<file path="config.mk">
export PLATFORM = sky130hd
export DESIGN_NAME = iosmm_io_map
export DESIGN_NICKNAME = d
export VERILOG_FILES = /design/src/iosmm_pkg.sv /design/src/iosmm_io_map.sv /design/src/iosmm_data_ram.sv
export SDC_FILE = /design/constraint.sdc
export NUM_CORES = 2
export LEC_CHECK = 0
export ABC_AREA = 0
export BUFFER_PORTS_ARGS = -buffer_cell sky130_fd_sc_hd__buf_2
export CAP_MARGIN = 20
export CELL_PAD_IN_SITES_DETAIL_PLACEMENT = 1
export CELL_PAD_IN_SITES_GLOBAL_PLACEMENT = 1
export CORE_MARGIN = 2
export CORE_UTILIZATION = 50
export DETAILED_ROUTE_END_ITERATION = 10
export PLACE_DENSITY = 0.84
export RECOVER_POWER = 25
export SETUP_SLACK_MARGIN = 0.15
export SYNTH_ARGS = -nofsm -noshare
export SYNTH_HDL_FRONTEND = slang
export SYNTH_SLANG_ARGS = --single-unit
</file>
<file path="constraint.sdc">
create_clock -name REF_CLK_IN -period 8.75 [get_ports REF_CLK_IN]
set_input_delay 1.75 -clock REF_CLK_IN [delete_from_list [all_inputs] [get_ports REF_CLK_IN]]
set_output_delay 1.75 -clock REF_CLK_IN [all_outputs]
set_load 0.01 [all_outputs]
</file>
<file path="src/iosmm_pkg.sv">
// Purpose: Shared constants for the I/O space, memory map and reset block.
// Assumes: 100 MHz core clock, which stands for the doubled reference clock.
// Notes: All registers reset to zero.
package iosmm_pkg;
  // Program memory vector table.
  localparam logic [13:0] VEC_RESET = 14'h0000;
  localparam logic [13:0] VEC_BUS_RESET = 14'h0002;
  localparam logic [13:0] VEC_TMR_128US = 14'h0004;
  localparam logic [13:0] VEC_TMR_1MS = 14'h0006;
  localparam logic [13:0] VEC_EP0 = 14'h0008;
  localparam logic [13:0] VEC_EP1 = 14'h000a;
  localparam logic [13:0] VEC_EP2 = 14'h000c;
  localparam logic [13:0] VEC_SINK = 14'h0014;
  localparam logic [13:0] VEC_GPIO = 14'h0016;
  localparam logic [13:0] PROG_CODE_START = 14'h001a;
  localparam logic [13:0] PROG_STORE_END = 14'h1fdf;
  // Data memory layout.
  localparam int RAM_DEPTH = 256;
  localparam logic [7:0] CALL_STACK_BASE = 8'h00;
  localparam logic [7:0] EP2_FIFO_BASE = 8'he8;
  localparam logic [7:0] EP1_FIFO_BASE = 8'hf0;
  localparam logic [7:0] EP0_FIFO_BASE = 8'hf8;
  // I/O register addresses.
  localparam logic [7:0] A_PORT_DATA = 8'h00;
  localparam logic [7:0] A_PORT_IRQ_EN = 8'h04;
  localparam logic [7:0] A_DRIVE_CFG = 8'h08;
  localparam logic [7:0] A_USB_ADDR = 8'h10;
  localparam logic [7:0] A_EP0_CNT = 8'h11;
  localparam logic [7:0] A_EP0_MODE = 8'h12;
  localparam logic [7:0] A_EP1_CNT = 8'h13;
  localparam logic [7:0] A_EP1_MODE = 8'h14;
  localparam logic [7:0] A_EP2_CNT = 8'h15;
  localparam logic [7:0] A_EP2_MODE = 8'h16;
  localparam logic [7:0] A_TRAFFIC = 8'h1f;
  localparam logic [7:0] A_GLOBAL_IE = 8'h20;
  localparam logic [7:0] A_EP_IE = 8'h21;
  localparam logic [7:0] A_TMR_LO = 8'h24;
  localparam logic [7:0] A_TMR_HI = 8'h25;
  localparam logic [7:0] A_WD_RESTART = 8'h26;
  localparam logic [7:0] A_SINK_DATA = 8'h30;
  localparam logic [7:0] A_SINK_IE = 8'h31;
  localparam logic [7:0] A_SINK_POL = 8'h32;
  localparam logic [7:0] A_SINK_CUR = 8'h38;
  localparam logic [7:0] A_CPU_STAT = 8'hff;
  // Reset cause flags in the status register.
  localparam int BIT_POR = 4;
  localparam int BIT_USB_RST = 5;
  localparam int BIT_WDR = 6;
  localparam logic [7:0] RST_VAL = 8'h00;
  // Timer tick derived from the clock rate.
  localparam int CLK_PERIOD_NS = 10;
  localparam int TICK_NS = 1000;
  localparam int TICK_CYC = (TICK_NS + CLK_PERIOD_NS - 1) / CLK_PERIOD_NS;
  localparam logic [6:0] TICK_LAST = 7'(TICK_CYC - 1);
  localparam int TMR_WD_BIT = 11;
  // Interrupt source codes.
  typedef enum logic [2:0] {
    SRC_BUS_RESET, SRC_TMR_128US, SRC_TMR_1MS, SRC_EP0,
    SRC_EP1, SRC_EP2, SRC_SINK, SRC_GPIO
  } iosmm_irq_src_t;
endpackage

</file>
<file path="src/iosmm_io_map.sv">
// Purpose: I/O register map, program counter vectors and stack pointers.
// Assumes: CPU strobes come from logic on REF_CLK_IN and need no synchroniser.
// Notes: Register reads answer one cycle after the strobe on IO_RDATA_OUT.
module iosmm_io_map
  import iosmm_pkg::*;
(
  input wire logic REF_CLK_IN,
  input wire logic SRST_IN,
  input wire logic CLK_EN_IN,
  input wire logic [7:0] IO_ADDR_IN,
  input wire logic [7:0] IO_X_IN,
  input wire logic [7:0] IO_ACC_IN,
  input wire logic IO_RD_IN,
  input wire logic IO_WR_IN,
  input wire logic IO_WRX_IN,
  output logic [7:0] IO_RDATA_OUT,
  input wire logic PC_STEP_IN,
  input wire logic PC_LOAD_IN,
  input wire logic [13:0] PC_LOAD_VAL_IN,
  input wire logic IRQ_TAKE_IN,
  input wire logic [2:0] IRQ_SRC_IN,
  output logic [13:0] PC_OUT,
  output logic PC_RANGE_ERR_OUT,
  input wire logic DS_PUSH_IN,
  input wire logic DS_POP_IN,
  input wire logic DS_LOAD_IN,
  input wire logic CS_PUSH_IN,
  input wire logic CS_POP_IN,
  input wire logic MEM_WR_IN,
  input wire logic MEM_RD_IN,
  input wire logic [7:0] MEM_ADDR_IN,
  input wire logic [7:0] MEM_WDATA_IN,
  output logic [7:0] MEM_RDATA_OUT,
  output logic [7:0] CALL_SP_OUT,
  output logic [7:0] DATA_SP_OUT,
  output logic [2:0] FIFO_HIT_OUT,
  input wire logic [7:0] EP1_MODE_SET_IN,
  input wire logic [7:0] EP2_MODE_SET_IN,
  input wire logic POR_EVENT_IN,
  input wire logic USB_RST_EVENT_IN,
  input wire logic WDR_EVENT_IN,
  output logic [31:0] PORT_DATA_OUT,
  output logic [31:0] PORT_IRQ_EN_OUT,
  output logic [7:0] DRIVE_CFG_OUT,
  output logic [7:0] USB_ADDR_OUT,
  output logic [7:0] TRAFFIC_CTRL_OUT,
  output logic [7:0] GLOBAL_IRQ_EN_OUT,
  output logic [7:0] EP_IRQ_EN_OUT,
  output logic [7:0] SINK_DATA_OUT,
  output logic [7:0] SINK_IRQ_EN_OUT,
  output logic [7:0] SINK_POL_OUT,
  output logic [31:0] SINK_CUR_OUT,
  output logic WDR_REQ_OUT
);
  typedef struct packed {
    logic [13:0] pc;
    logic pc_err;
    logic [7:0] csp;
    logic [7:0] dsp;
    logic [3:0][7:0] pdata;
    logic [3:0][7:0] pien;
    logic [7:0] dcfg;
    logic [7:0] uaddr;
    logic [7:0] ep0_cnt;
    logic [7:0] ep0_mode;
    logic [7:0] ep1_cnt;
    logic [7:0] ep1_mode;
    logic [7:0] ep2_cnt;
    logic [7:0] ep2_mode;
    logic [7:0] uctl;
    logic [7:0] gien;
    logic [7:0] eien;
    logic [11:0] tmr;
    logic [6:0] pre;
    logic [3:0] thi;
    logic [1:0] wdt;
    logic watchdog_reset;
    logic [7:0] sdata;
    logic [7:0] sien;
    logic [7:0] spol;
    logic [7:0][3:0] scur;
    logic [7:0] cstat;
    logic [7:0] rdata;
    logic [2:0] fifo;
  } iosmm_state_t;

  iosmm_state_t st_reg;
  iosmm_state_t st_next;
  logic [7:0] wr_addr;
  logic wr_any;
  logic [7:0] ram_addr;
  logic ram_we;
  logic ram_re;
  logic [7:0] ram_wdata;

  // Vector lookup; reserved slots can never be produced by a source code.
  function automatic logic [13:0] vec_of(input logic [2:0] src);
    logic [13:0] v;
    v = VEC_RESET;
    unique case (iosmm_irq_src_t'(src))
      SRC_BUS_RESET: v = VEC_BUS_RESET;
      SRC_TMR_128US: v = VEC_TMR_128US;
      SRC_TMR_1MS: v = VEC_TMR_1MS;
      SRC_EP0: v = VEC_EP0;
      SRC_EP1: v = VEC_EP1;
      SRC_EP2: v = VEC_EP2;
      SRC_SINK: v = VEC_SINK;
      SRC_GPIO: v = VEC_GPIO;
    endcase
    return v;
  endfunction

  // Indexed writes add X to the constant; a zero constant leaves X alone.
  // The sum wraps at eight bits on purpose, so it never leaves I/O space.
  assign wr_addr = IO_WRX_IN ? 8'(IO_ADDR_IN + IO_X_IN) : IO_ADDR_IN;
  assign wr_any = IO_WR_IN | IO_WRX_IN;

  // Stack and direct RAM traffic share one port, stacks first.
  always_comb begin
    ram_addr = MEM_ADDR_IN;
    ram_we = 1'b0;
    ram_re = 1'b0;
    ram_wdata = MEM_WDATA_IN;
    if (DS_PUSH_IN) begin
      ram_addr = st_reg.dsp - 8'h01;
      ram_we = 1'b1;
    end else if (DS_POP_IN) begin
      ram_addr = st_reg.dsp;
      ram_re = 1'b1;
    end else if (CS_PUSH_IN) begin
      ram_addr = st_reg.csp;
      ram_we = 1'b1;
    end else if (CS_POP_IN) begin
      ram_addr = st_reg.csp - 8'h01;
      ram_re = 1'b1;
    end else begin
      ram_we = MEM_WR_IN;
      ram_re = MEM_RD_IN;
    end
  end

  // Next-state logic for every register of the block.
  always_comb begin
    st_next = st_reg;
    st_next.watchdog_reset = 1'b0;
    // Program counter: interrupts win over jumps, jumps over stepping.
    // Nothing is stacked here; the CPU pushes through CS_PUSH_IN on interrupt
    // entry, and reset entry simply skips that step.
    if (IRQ_TAKE_IN) begin
      st_next.pc = vec_of(IRQ_SRC_IN);
    end else if (PC_LOAD_IN) begin
      st_next.pc = PC_LOAD_VAL_IN;
    end else if (PC_STEP_IN) begin
      st_next.pc = st_reg.pc + 14'h0001;
    end
    // Flags a program counter beyond the end of the programmed store. It is
    // taken from the next value so that it always agrees with PC_OUT.
    st_next.pc_err = (st_next.pc > PROG_STORE_END);
    // Stack pointers: call stack grows up, data stack grows down.
    // Both wrap at eight bits: a data push from zero lands at the top of RAM, in
    // the endpoint 0 FIFO, so firmware must load the data pointer first.
    if (DS_PUSH_IN) begin
      st_next.dsp = st_reg.dsp - 8'h01;
    end else if (DS_POP_IN) begin
      st_next.dsp = st_reg.dsp + 8'h01;
    end else if (DS_LOAD_IN) begin
      st_next.dsp = IO_ACC_IN;
    end else if (CS_PUSH_IN) begin
      st_next.csp = st_reg.csp + 8'h01;
    end else if (CS_POP_IN) begin
      st_next.csp = st_reg.csp - 8'h01;
    end
    // Record which endpoint FIFO the RAM access landed in.
    if (ram_we || ram_re) begin
      st_next.fifo[0] = (ram_addr >= EP0_FIFO_BASE);
      st_next.fifo[1] = (ram_addr >= EP1_FIFO_BASE) && (ram_addr < EP0_FIFO_BASE);
      st_next.fifo[2] = (ram_addr >= EP2_FIFO_BASE) && (ram_addr < EP1_FIFO_BASE);
    end
    // Free-running timer at one tick per microsecond.
    // The prescaler assumes the package clock period; a different core clock
    // needs new constants, or the timer runs fast or slow.
    if (st_reg.pre == TICK_LAST) begin
      st_next.pre = 7'h00;
      st_next.tmr = st_reg.tmr + 12'h001;
    end else begin
      st_next.pre = st_reg.pre + 7'h01;
    end
    // Watchdog advances on each rise of the timer's top bit.
    if (!st_reg.tmr[TMR_WD_BIT] && st_next.tmr[TMR_WD_BIT]) begin
      st_next.wdt = st_reg.wdt + 2'h1;
      st_next.watchdog_reset = !st_reg.wdt[1] && st_next.wdt[1];
    end
    // Port reads; unmapped and write-only addresses read as zero.
    // The low timer byte latches the high nibble, so a low-then-high pair
    // gives one consistent value even when a carry falls between them.
    if (IO_RD_IN) begin
      st_next.rdata = RST_VAL;
      unique case (IO_ADDR_IN)
        A_PORT_DATA: st_next.rdata = st_reg.pdata[0];
        A_PORT_DATA + 8'h01: st_next.rdata = st_reg.pdata[1];
        A_PORT_DATA + 8'h02: st_next.rdata = st_reg.pdata[2];
        A_PORT_DATA + 8'h03: st_next.rdata = st_reg.pdata[3];
        A_DRIVE_CFG: st_next.rdata = st_reg.dcfg;
        A_USB_ADDR: st_next.rdata = st_reg.uaddr;
        A_EP0_CNT: st_next.rdata = st_reg.ep0_cnt;
        A_EP0_MODE: st_next.rdata = st_reg.ep0_mode;
        A_EP1_CNT: st_next.rdata = st_reg.ep1_cnt;
        A_EP1_MODE: st_next.rdata = st_reg.ep1_mode;
        A_EP2_CNT: st_next.rdata = st_reg.ep2_cnt;
        A_EP2_MODE: st_next.rdata = st_reg.ep2_mode;
        A_TRAFFIC: st_next.rdata = st_reg.uctl;
        A_GLOBAL_IE: st_next.rdata = st_reg.gien;
        A_EP_IE: st_next.rdata = st_reg.eien;
        A_TMR_LO: begin
          st_next.rdata = st_reg.tmr[7:0];
          st_next.thi = st_reg.tmr[11:8];
        end
        A_TMR_HI: st_next.rdata = {4'h0, st_reg.thi};
        A_SINK_DATA: st_next.rdata = st_reg.sdata;
        A_CPU_STAT: st_next.rdata = st_reg.cstat;
        default: st_next.rdata = RST_VAL;
      endcase
    end
    // Port writes; addresses without a register are ignored.
    if (wr_any) begin
      unique case (wr_addr)
        A_PORT_DATA: st_next.pdata[0] = IO_ACC_IN;
        A_PORT_DATA + 8'h01: st_next.pdata[1] = IO_ACC_IN;
        A_PORT_DATA + 8'h02: st_next.pdata[2] = IO_ACC_IN;
        A_PORT_DATA + 8'h03: st_next.pdata[3] = IO_ACC_IN;
        A_PORT_IRQ_EN: st_next.pien[0] = IO_ACC_IN;
        A_PORT_IRQ_EN + 8'h01: st_next.pien[1] = IO_ACC_IN;
        A_PORT_IRQ_EN + 8'h02: st_next.pien[2] = IO_ACC_IN;
        A_PORT_IRQ_EN + 8'h03: st_next.pien[3] = IO_ACC_IN;
        A_DRIVE_CFG: st_next.dcfg = IO_ACC_IN;
        A_USB_ADDR: st_next.uaddr = IO_ACC_IN;
        A_EP0_CNT: st_next.ep0_cnt = IO_ACC_IN;
        A_EP0_MODE: st_next.ep0_mode = IO_ACC_IN;
        A_EP1_CNT: st_next.ep1_cnt = IO_ACC_IN;
        A_EP1_MODE: st_next.ep1_mode = st_reg.ep1_mode & IO_ACC_IN;
        A_EP2_CNT: st_next.ep2_cnt = IO_ACC_IN;
        A_EP2_MODE: st_next.ep2_mode = st_reg.ep2_mode & IO_ACC_IN;
        A_TRAFFIC: st_next.uctl = IO_ACC_IN;
        A_GLOBAL_IE: st_next.gien = IO_ACC_IN;
        A_EP_IE: st_next.eien = IO_ACC_IN;
        A_WD_RESTART: begin
          st_next.wdt = 2'h0;
          // A request raised in this same cycle still stands.
        end
        A_SINK_DATA: st_next.sdata = IO_ACC_IN;
        A_SINK_IE: st_next.sien = IO_ACC_IN;
        A_SINK_POL: st_next.spol = IO_ACC_IN;
        A_CPU_STAT: st_next.cstat = IO_ACC_IN;
        default: begin
        end
      endcase
      // Sink current settings occupy eight consecutive addresses.
      for (int i = 0; i < 8; i++) begin
        if (wr_addr == A_SINK_CUR + 8'(i)) begin
          st_next.scur[i] = IO_ACC_IN[3:0];
        end
      end
    end
    // Hardware set events win over a clearing write in the same cycle.
    // Applying them last means no write path above can undo an event.
    st_next.ep1_mode = st_next.ep1_mode | EP1_MODE_SET_IN;
    st_next.ep2_mode = st_next.ep2_mode | EP2_MODE_SET_IN;
    st_next.cstat[BIT_POR] = st_next.cstat[BIT_POR] | POR_EVENT_IN;
    st_next.cstat[BIT_USB_RST] = st_next.cstat[BIT_USB_RST] | USB_RST_EVENT_IN;
    st_next.cstat[BIT_WDR] = st_next.cstat[BIT_WDR] | WDR_EVENT_IN;
  end

  // Reset zeroes the whole state: PC at zero with nothing pushed, stack
  // pointers at zero, USB address cleared and every enable off.
  always_ff @(posedge REF_CLK_IN) begin
    if (SRST_IN) begin
      st_reg <= '0;
    end else if (CLK_EN_IN) begin
      st_reg <= st_next;
    end
  end

  // The data RAM holds stacks, variables and FIFOs in one array.
  iosmm_data_ram u_ram (
    .clk_in(REF_CLK_IN),
    .srst_in(SRST_IN),
    .ce_in(CLK_EN_IN),
    .addr_in(ram_addr),
    .we_in(ram_we),
    .re_in(ram_re),
    .wdata_in(ram_wdata),
    .rdata_out(MEM_RDATA_OUT)
  );
  // Every RAM write, stack pushes included, takes MEM_WDATA_IN as its data.
  // The CPU routes the accumulator there itself, which spares a second data
  // path here; only DS_LOAD_IN and the port writes sample the accumulator port directly.

  // Every output is a register field.
  assign IO_RDATA_OUT = st_reg.rdata;
  assign PC_OUT = st_reg.pc;
  assign PC_RANGE_ERR_OUT = st_reg.pc_err;
  assign CALL_SP_OUT = st_reg.csp;
  assign DATA_SP_OUT = st_reg.dsp;
  assign FIFO_HIT_OUT = st_reg.fifo;
  assign PORT_DATA_OUT = st_reg.pdata;
  assign PORT_IRQ_EN_OUT = st_reg.pien;
  assign DRIVE_CFG_OUT = st_reg.dcfg;
  assign USB_ADDR_OUT = st_reg.uaddr;
  assign TRAFFIC_CTRL_OUT = st_reg.uctl;
  assign GLOBAL_IRQ_EN_OUT = st_reg.gien;
  assign EP_IRQ_EN_OUT = st_reg.eien;
  assign SINK_DATA_OUT = st_reg.sdata;
  assign SINK_IRQ_EN_OUT = st_reg.sien;
  assign SINK_POL_OUT = st_reg.spol;
  assign SINK_CUR_OUT = st_reg.scur;
  assign WDR_REQ_OUT = st_reg.watchdog_reset;
endmodule // iosmm_io_map

</file>
<file path="src/iosmm_data_ram.sv">
// Purpose: 256-byte data RAM shared by stacks, variables and endpoint FIFOs.
// Assumes: One access per cycle, chosen by the caller.
// Notes: Read data is registered and holds until the next read.
module iosmm_data_ram
  import iosmm_pkg::*;
(
  input wire logic clk_in,
  input wire logic srst_in,
  input wire logic ce_in,
  input wire logic [7:0] addr_in,
  input wire logic we_in,
  input wire logic re_in,
  input wire logic [7:0] wdata_in,
  output logic [7:0] rdata_out
);
  logic [7:0] mem [RAM_DEPTH];
  logic [7:0] rdata_reg;

  // The array itself has no reset, as a real RAM would not.
  always_ff @(posedge clk_in) begin
    if (ce_in && we_in) begin
      mem[addr_in] <= wdata_in;
    end
  end

  // Read register is cleared on reset so the output is defined.
  always_ff @(posedge clk_in) begin
    if (srst_in) begin
      rdata_reg <= RST_VAL;
    end else if (ce_in && re_in) begin
      rdata_reg <= mem[addr_in];
    end
  end

  assign rdata_out = rdata_reg;
endmodule // iosmm_data_ram

</file>
* Yosys cells after proc, flatten, opt, wreduce, memory -nomap -nowiden *
Memories as Yosys holds them, arrays and structs flattened. A register that Yosys moved wholly into a read port is not among the register bits.
Cells that the tools add are included.

storage, ports and cells
  flip-flop bits (word level) = 284
  bits in writable memories = 2048
  memory bits (read-only) = 32
  input port bits = 92
  output and inout port bits = 211
  word-level logic and storage cells = 208
  memories = 2

memories
  memory           words  width  rd ports  clocked after memory_dff  write ports  line                  source
  u_ram.mem        256    8      1         1                         1            iosmm_data_ram.sv:16  logic [7:0] mem [RAM_DEPTH];
  (no name shown)  8      4      1         0                         0            iosmm_io_map.sv:100   unique case (iosmm_irq_src_t'(src))

cells by class
  add/subtract/negate cells = 9
  $lt $le $gt $ge = 6
  equality and inequality tests = 50
  multiplexer cells = 38
  bitwise operators = 11
  reductions and logical operators = 48

operators with widths
  cell                     number
  $eq A8 B6 Y1 const B     19
  $pmux W8 S19             1
  $eq A8 B5 Y1 const B     16
  $mux W8                  16
  $reduce_and A3 Y1        30
  $mux W48                 1
  $mux W14                 3
  $eq A8 B2 Y1 const B     4
  $eq A8 B3 Y1 const B     4
  $ge A8 B8 Y1 const B     3
  $mux W7                  3
  $add A8 B1 Y8 const B    2
  $and A8 B8 Y8            2
  $eq A8 B1 Y1 const B     2
  $eq A8 B4 Y1 const B     2
  $eq A8 B8 Y1 const B     2
  $logic_not A8 Y1         2
  $lt A8 B8 Y1 const B     2
  $or A8 B8 Y8             2
  $sub A8 B1 Y8 const B    2
  $add A14 B1 Y14 const B  1
  $gt A14 B13 Y1 const B   1
  $add A12 B1 Y12 const B  1
  $mux W12                 1
  other kinds (16)         40

* Longest topological paths before layout *
  word-level depth = 7
  mapped depth = 17
  mapped depth without buffers = 13

* By module *
A second synthesis with hierarchy kept.

unflattened totals
  cells, all modules = 5622
  area, all modules = 95555.4 sq um

by module, submodules not included
  module          instances  cells an instance  area an instance (sq um)  seq. area each (sq um)
  iosmm_data_ram  1          3776               79837.8                   61659.1
  iosmm_io_map    1          1846               15717.6                   5685.5

* Worst setup path before layout *
Ideal clock, no wire load.

  path type = input to register
  start point = in CS_PUSH_IN
  end point = mem u_ram.mem[109][0], enable pin
  library setup time = 370 ps
  arrival time = 4568 ps
  required time = 8380 ps
  path slack = 3812 ps
  stages on the path = 14
  buffers on the path = 7
  path through = buf_4 > or3_4 > o31a_4 > nand2_4 > buf_6 > buf_4 > buf_4 > buf_4 > buf_2 > nand2_1 > nor2_1 > nand2_1 > buf_2 > nor2_1

between the ends
  cells in the longest elaborated chain, start to end = 6
  elaborated cells between the ends (all ways) = 9
  those cells by class = 8 x mux; 1 x reduce/logical

ends and longest elaborated chain
  what                           line                  source
  start, declared                iosmm_io_map.sv:27    input wire logic CS_PUSH_IN,
  $mux W1                        iosmm_io_map.sv:130   end else if (CS_PUSH_IN) begin
  $mux W1                        iosmm_io_map.sv:127   end else if (DS_POP_IN) begin
  $mux W1                        iosmm_io_map.sv:124   if (DS_PUSH_IN) begin
  $logic_and A1 B1 Y1            iosmm_data_ram.sv:21  if (ce_in && we_in) begin
  $mux W1                        iosmm_data_ram.sv:21
  $mux W1 (not written as such)  iosmm_data_ram.sv:22  mem[addr_in] <= wdata_in;
  end, declared                  iosmm_data_ram.sv:16

Parallel ways exist; a longest one is shown, timed or not.

* Worst setup path in the final report *
  start point = in CS_PUSH_IN
  end point = reg u_ram.rdata_reg[4] (netlist: u_ram.rdata_out[4]) (read register of u_ram.mem)

between the ends
  cells in the longest elaborated chain, start to end = 4
  elaborated cells between the ends (all ways) = 7
  those cells by class = 6 x mux; 1 x reduce/logical

ends and longest elaborated chain
  what                 line                  source
  $mux W1              iosmm_io_map.sv:130
  $mux W1              iosmm_io_map.sv:127
  $mux W1              iosmm_io_map.sv:124
  $logic_and A1 B1 Y1  iosmm_data_ram.sv:30  end else if (ce_in && re_in) begin
  end, declared        iosmm_data_ram.sv:17  logic [7:0] rdata_reg;

Parallel ways exist; a longest one is shown, timed or not.
A chain may end at the register's enable or synchronous reset.

==> impl_metrics.tcl <==
set metrics [dict create \
    status "finished with violations" \
    violations "max-capacitance violations, max-slew violations" \
    ys_seq_area_frac 0.686 \
    postCtsSetupRepairBufs 0 \
    wl_um 365000 \
    clock-skew-final_ps 82.8 \
    drc 0 \
    synth_cells 7797 \
    post_synth_num_cell_types 109 \
    whs_ps 459 \
    fin_ws_ps 1460 \
    ctsResizeCount 0 \
    cp-end-kind "flip-flop" \
    final_common_cell "edfxtp_1" \
    antenna_left 0 \
    grt_pass1_wl_um 517000 \
    hold_viol 0 \
    rsz0062_at_grt "no" \
    setup_viol 0 \
    gp_congestion 0.980 \
    pre_cts_ws_ps 1290 \
    synth_area_per_cell_um2 12.6 \
    die-area_um2 200000 \
    grt_pass1_vias 72901 \
    cts_buffers 229 \
    sw_frac_of_total 0.281 \
    clock-sinks 2340 \
    detail_route.first_pass.iterations 10 \
    coreArea_um2 195000 \
    arrival_ps 8020 \
    drive_gt1_frac 0.110 \
    rows 162 \
    grt_antenna_before_repair 42 \
    crit_chain "buf_2, nor3b_1, o31ai_1, nand2_4, buf_4, nor2_4, buf_4, buf_4, a221oi_1, a32oi_1, nand4_1, a311oi_1, a311oi_1" \
    path_buf_inv 4 \
    drv_slew 988 \
    hold_path.class "reg2reg" \
    cts_hold_buf 0 \
    htreeDepth 4 \
    yosys_register_bits 2340 \
    path_max_fanout 29 \
    startpoint_type "input port" \
    worst_hold_path.endpoint "SINK_POL_OUT[0]" \
    numPortBuffers 302 \
    grtUsageTotal 0.356 \
    tightest_slew_ps 6820 \
    nNetsFinal 7848 \
    drtIter0Drc 12301 \
    required_ps 9480 \
    syn_to_final_growth_pct 9.92 \
    async_flop_share 0 \
    slew_headroom -3.55 \
    syn-num-nets 7907 \
    most-common-layout-cells "2048 x edfxtp_1, 1572 x nand2_1, 600 x nor2_1" \
    cap_violations 12 \
    clock_latency_ps 940 \
    r2r-end "u_ram.rdata_out[4]" \
    synth_edf_count 2048 \
    fillCellCount 19357 \
    p_leak_nw 37.9 \
    synth_top_area_frac 0.627 \
    synth_area_um2 98100 \
    irDropWorstVdd_v 0.000262 \
    synth_top_area_cell "edfxtp_1" \
    seq_area_um2 67300 \
    reg2reg_from "CALL_SP_OUT[0]" \
    timing.reg2reg.worst_path_depth 12 \
    final_area_um2 108000 \
    path_clk_slew_ps 70 \
    root_buffer "clkbuf_16" \
    yosys_warnings 0 \
    cp_common_cell "buf_4" \
    multi_input_area_um2 26500 \
    wl_per_cell_um 34.5 \
    vias 72746 \
    cts_buffer_depth 3 \
    min_path_cells 2 \
    cpMaxStageDelayCell "a311oi_1" \
    initial_utilization 0.503 \
    combPwrFrac 0.136 \
    period_share 0.833 \
    p_clk_frac 0.388 \
    cts_tree "done" \
    holdCritStartpoint "SINK_POL_OUT[0]" \
    switching_power_mw 7.22 \
    slowest_delay_ps 1200 \
    fmax_mhz 137 \
    synth_area_leaders "edfxtp_1 63%, nand2_1 6.0%, dfxtp_1 6.0%" \
    placed_cell_area_um2 100000 \
    synth_ff_type "edfxtp_1" \
    ios 303 \
    p_int_mw 18.5 \
    setup_tns_ps 0 \
    dp.final_hpwl_um 222000 \
    cp_top_family "compound AO/OA/AOI/OAI gates" \
    largest_reg_flops 2048 \
    grt_max_degree 182 \
    sequentialPowerShare 0.476 \
    cellPowerDensity_nw_per_um2 238 \
    min_period_ps 7290 \
    critical_path_class "in2reg" \
    die_w_um 447 \
    die_h_um 447 \
    r2r_slack_ps 2130 \
    grt-ovfl-total 0 \
    routed_via_density 6.87 \
]
cells in the mapped netlist (all sizes together) (26+ instances only):
cell type and number:
a211oi 129, a21oi 150, a221oi 96, a22oi 26
a311oi 193, a31oi 127, a32oi 40, and3 248
buf 533, clkbuf 227, dfxtp 292, edfxtp 2048
inv 32, mux2i 384, nand2 1585, nand3 473
nand4 58, nor2 604, nor3 69, nor4 31
o21ai 93, xor2 26
worst max path at each step:
stage | startpoint | to | slack, ps | cells past startpoint
2_1_floorplan | CS_PUSH_IN | u_ram.mem[109][0] | 3810 | 14
4_1_cts | DS_PUSH_IN | u_ram.rdata_out[1] | 2220 | 13
6_report | CS_PUSH_IN | u_ram.rdata_out[4] | 1460 | 13
3_3_place_gp | DS_PUSH_IN | u_ram.rdata_out[1] | 1430 | 13
5_1_grt | MEM_WDATA_IN[2] | u_ram.mem[99][2] | 1570 | 1
3_5_place_dp | DS_PUSH_IN | u_ram.rdata_out[1] | 1290 | 13
metrics by stage:
step	utilization	power, mW	std cells
floorplan	-	14.2	7797
global placement	0.514	15.5	10105
detailed placement	0.514	15.7	10117
CTS	0.553	25.4	10547
global route	0.553	26.1	10567
finish	0.553	25.7	10588
metal layers:
| layer | share of wire | track usage |
|---|---|---|
| met1 | 0.34 | 0.443 |
| met2 | 0.45 | 0.539 |
| met3 | 0.13 | 0.111 |
| met4 | 0.076 | 0.233 |
| met5 | 0.00082 | 0 |
power groups by stage:
stage                     clock [mW]  sequential [mW]  combinational, mW
after detailed placement           0             12.4               3.22
after global placement             0             12.4               3.08
after CTS                       9.93             12.2               3.28
final                           9.96             12.2               3.49
after floorplan                    0             12.4               1.82
after global routing            10.3             12.2               3.51
worst register-to-register path, stage by stage, from the launching register on:
cell and delay [ps]:
dfxtp_1 580, nor3b_1 110, o31ai_1 780, nand2_4 570
buf_4 440, nor2_4 160, buf_4 420, buf_4 490
a221oi_1 420, a32oi_1 690, nand4_1 330, a311oi_1 1200
a311oi_1 240
cell type report:
| class | instances | share of cell area |
|---|---|---|
| flip-flops and latches | 2340 | 0.625 |
| multi-input cells | 4665 | 0.245 |
| clock buffers | 291 | 0.0568 |
| well taps | 2624 | 0.0304 |
| repair buffers | 470 | 0.0288 |
| clock inverters | 139 | 0.0122 |
| inverters | 32 | 0.00111 |
| diodes | 27 | 0.000627 |
cell families after synthesis:
family	share of synthesized area
compound gates	0.0819
fa+ha+maj	0.00237
buf+inv	0.0449
mux	0.0408
flops	0.686
simple gates	0.140
xor+xnor	0.00357
Power figures use the tool's default switching activity.
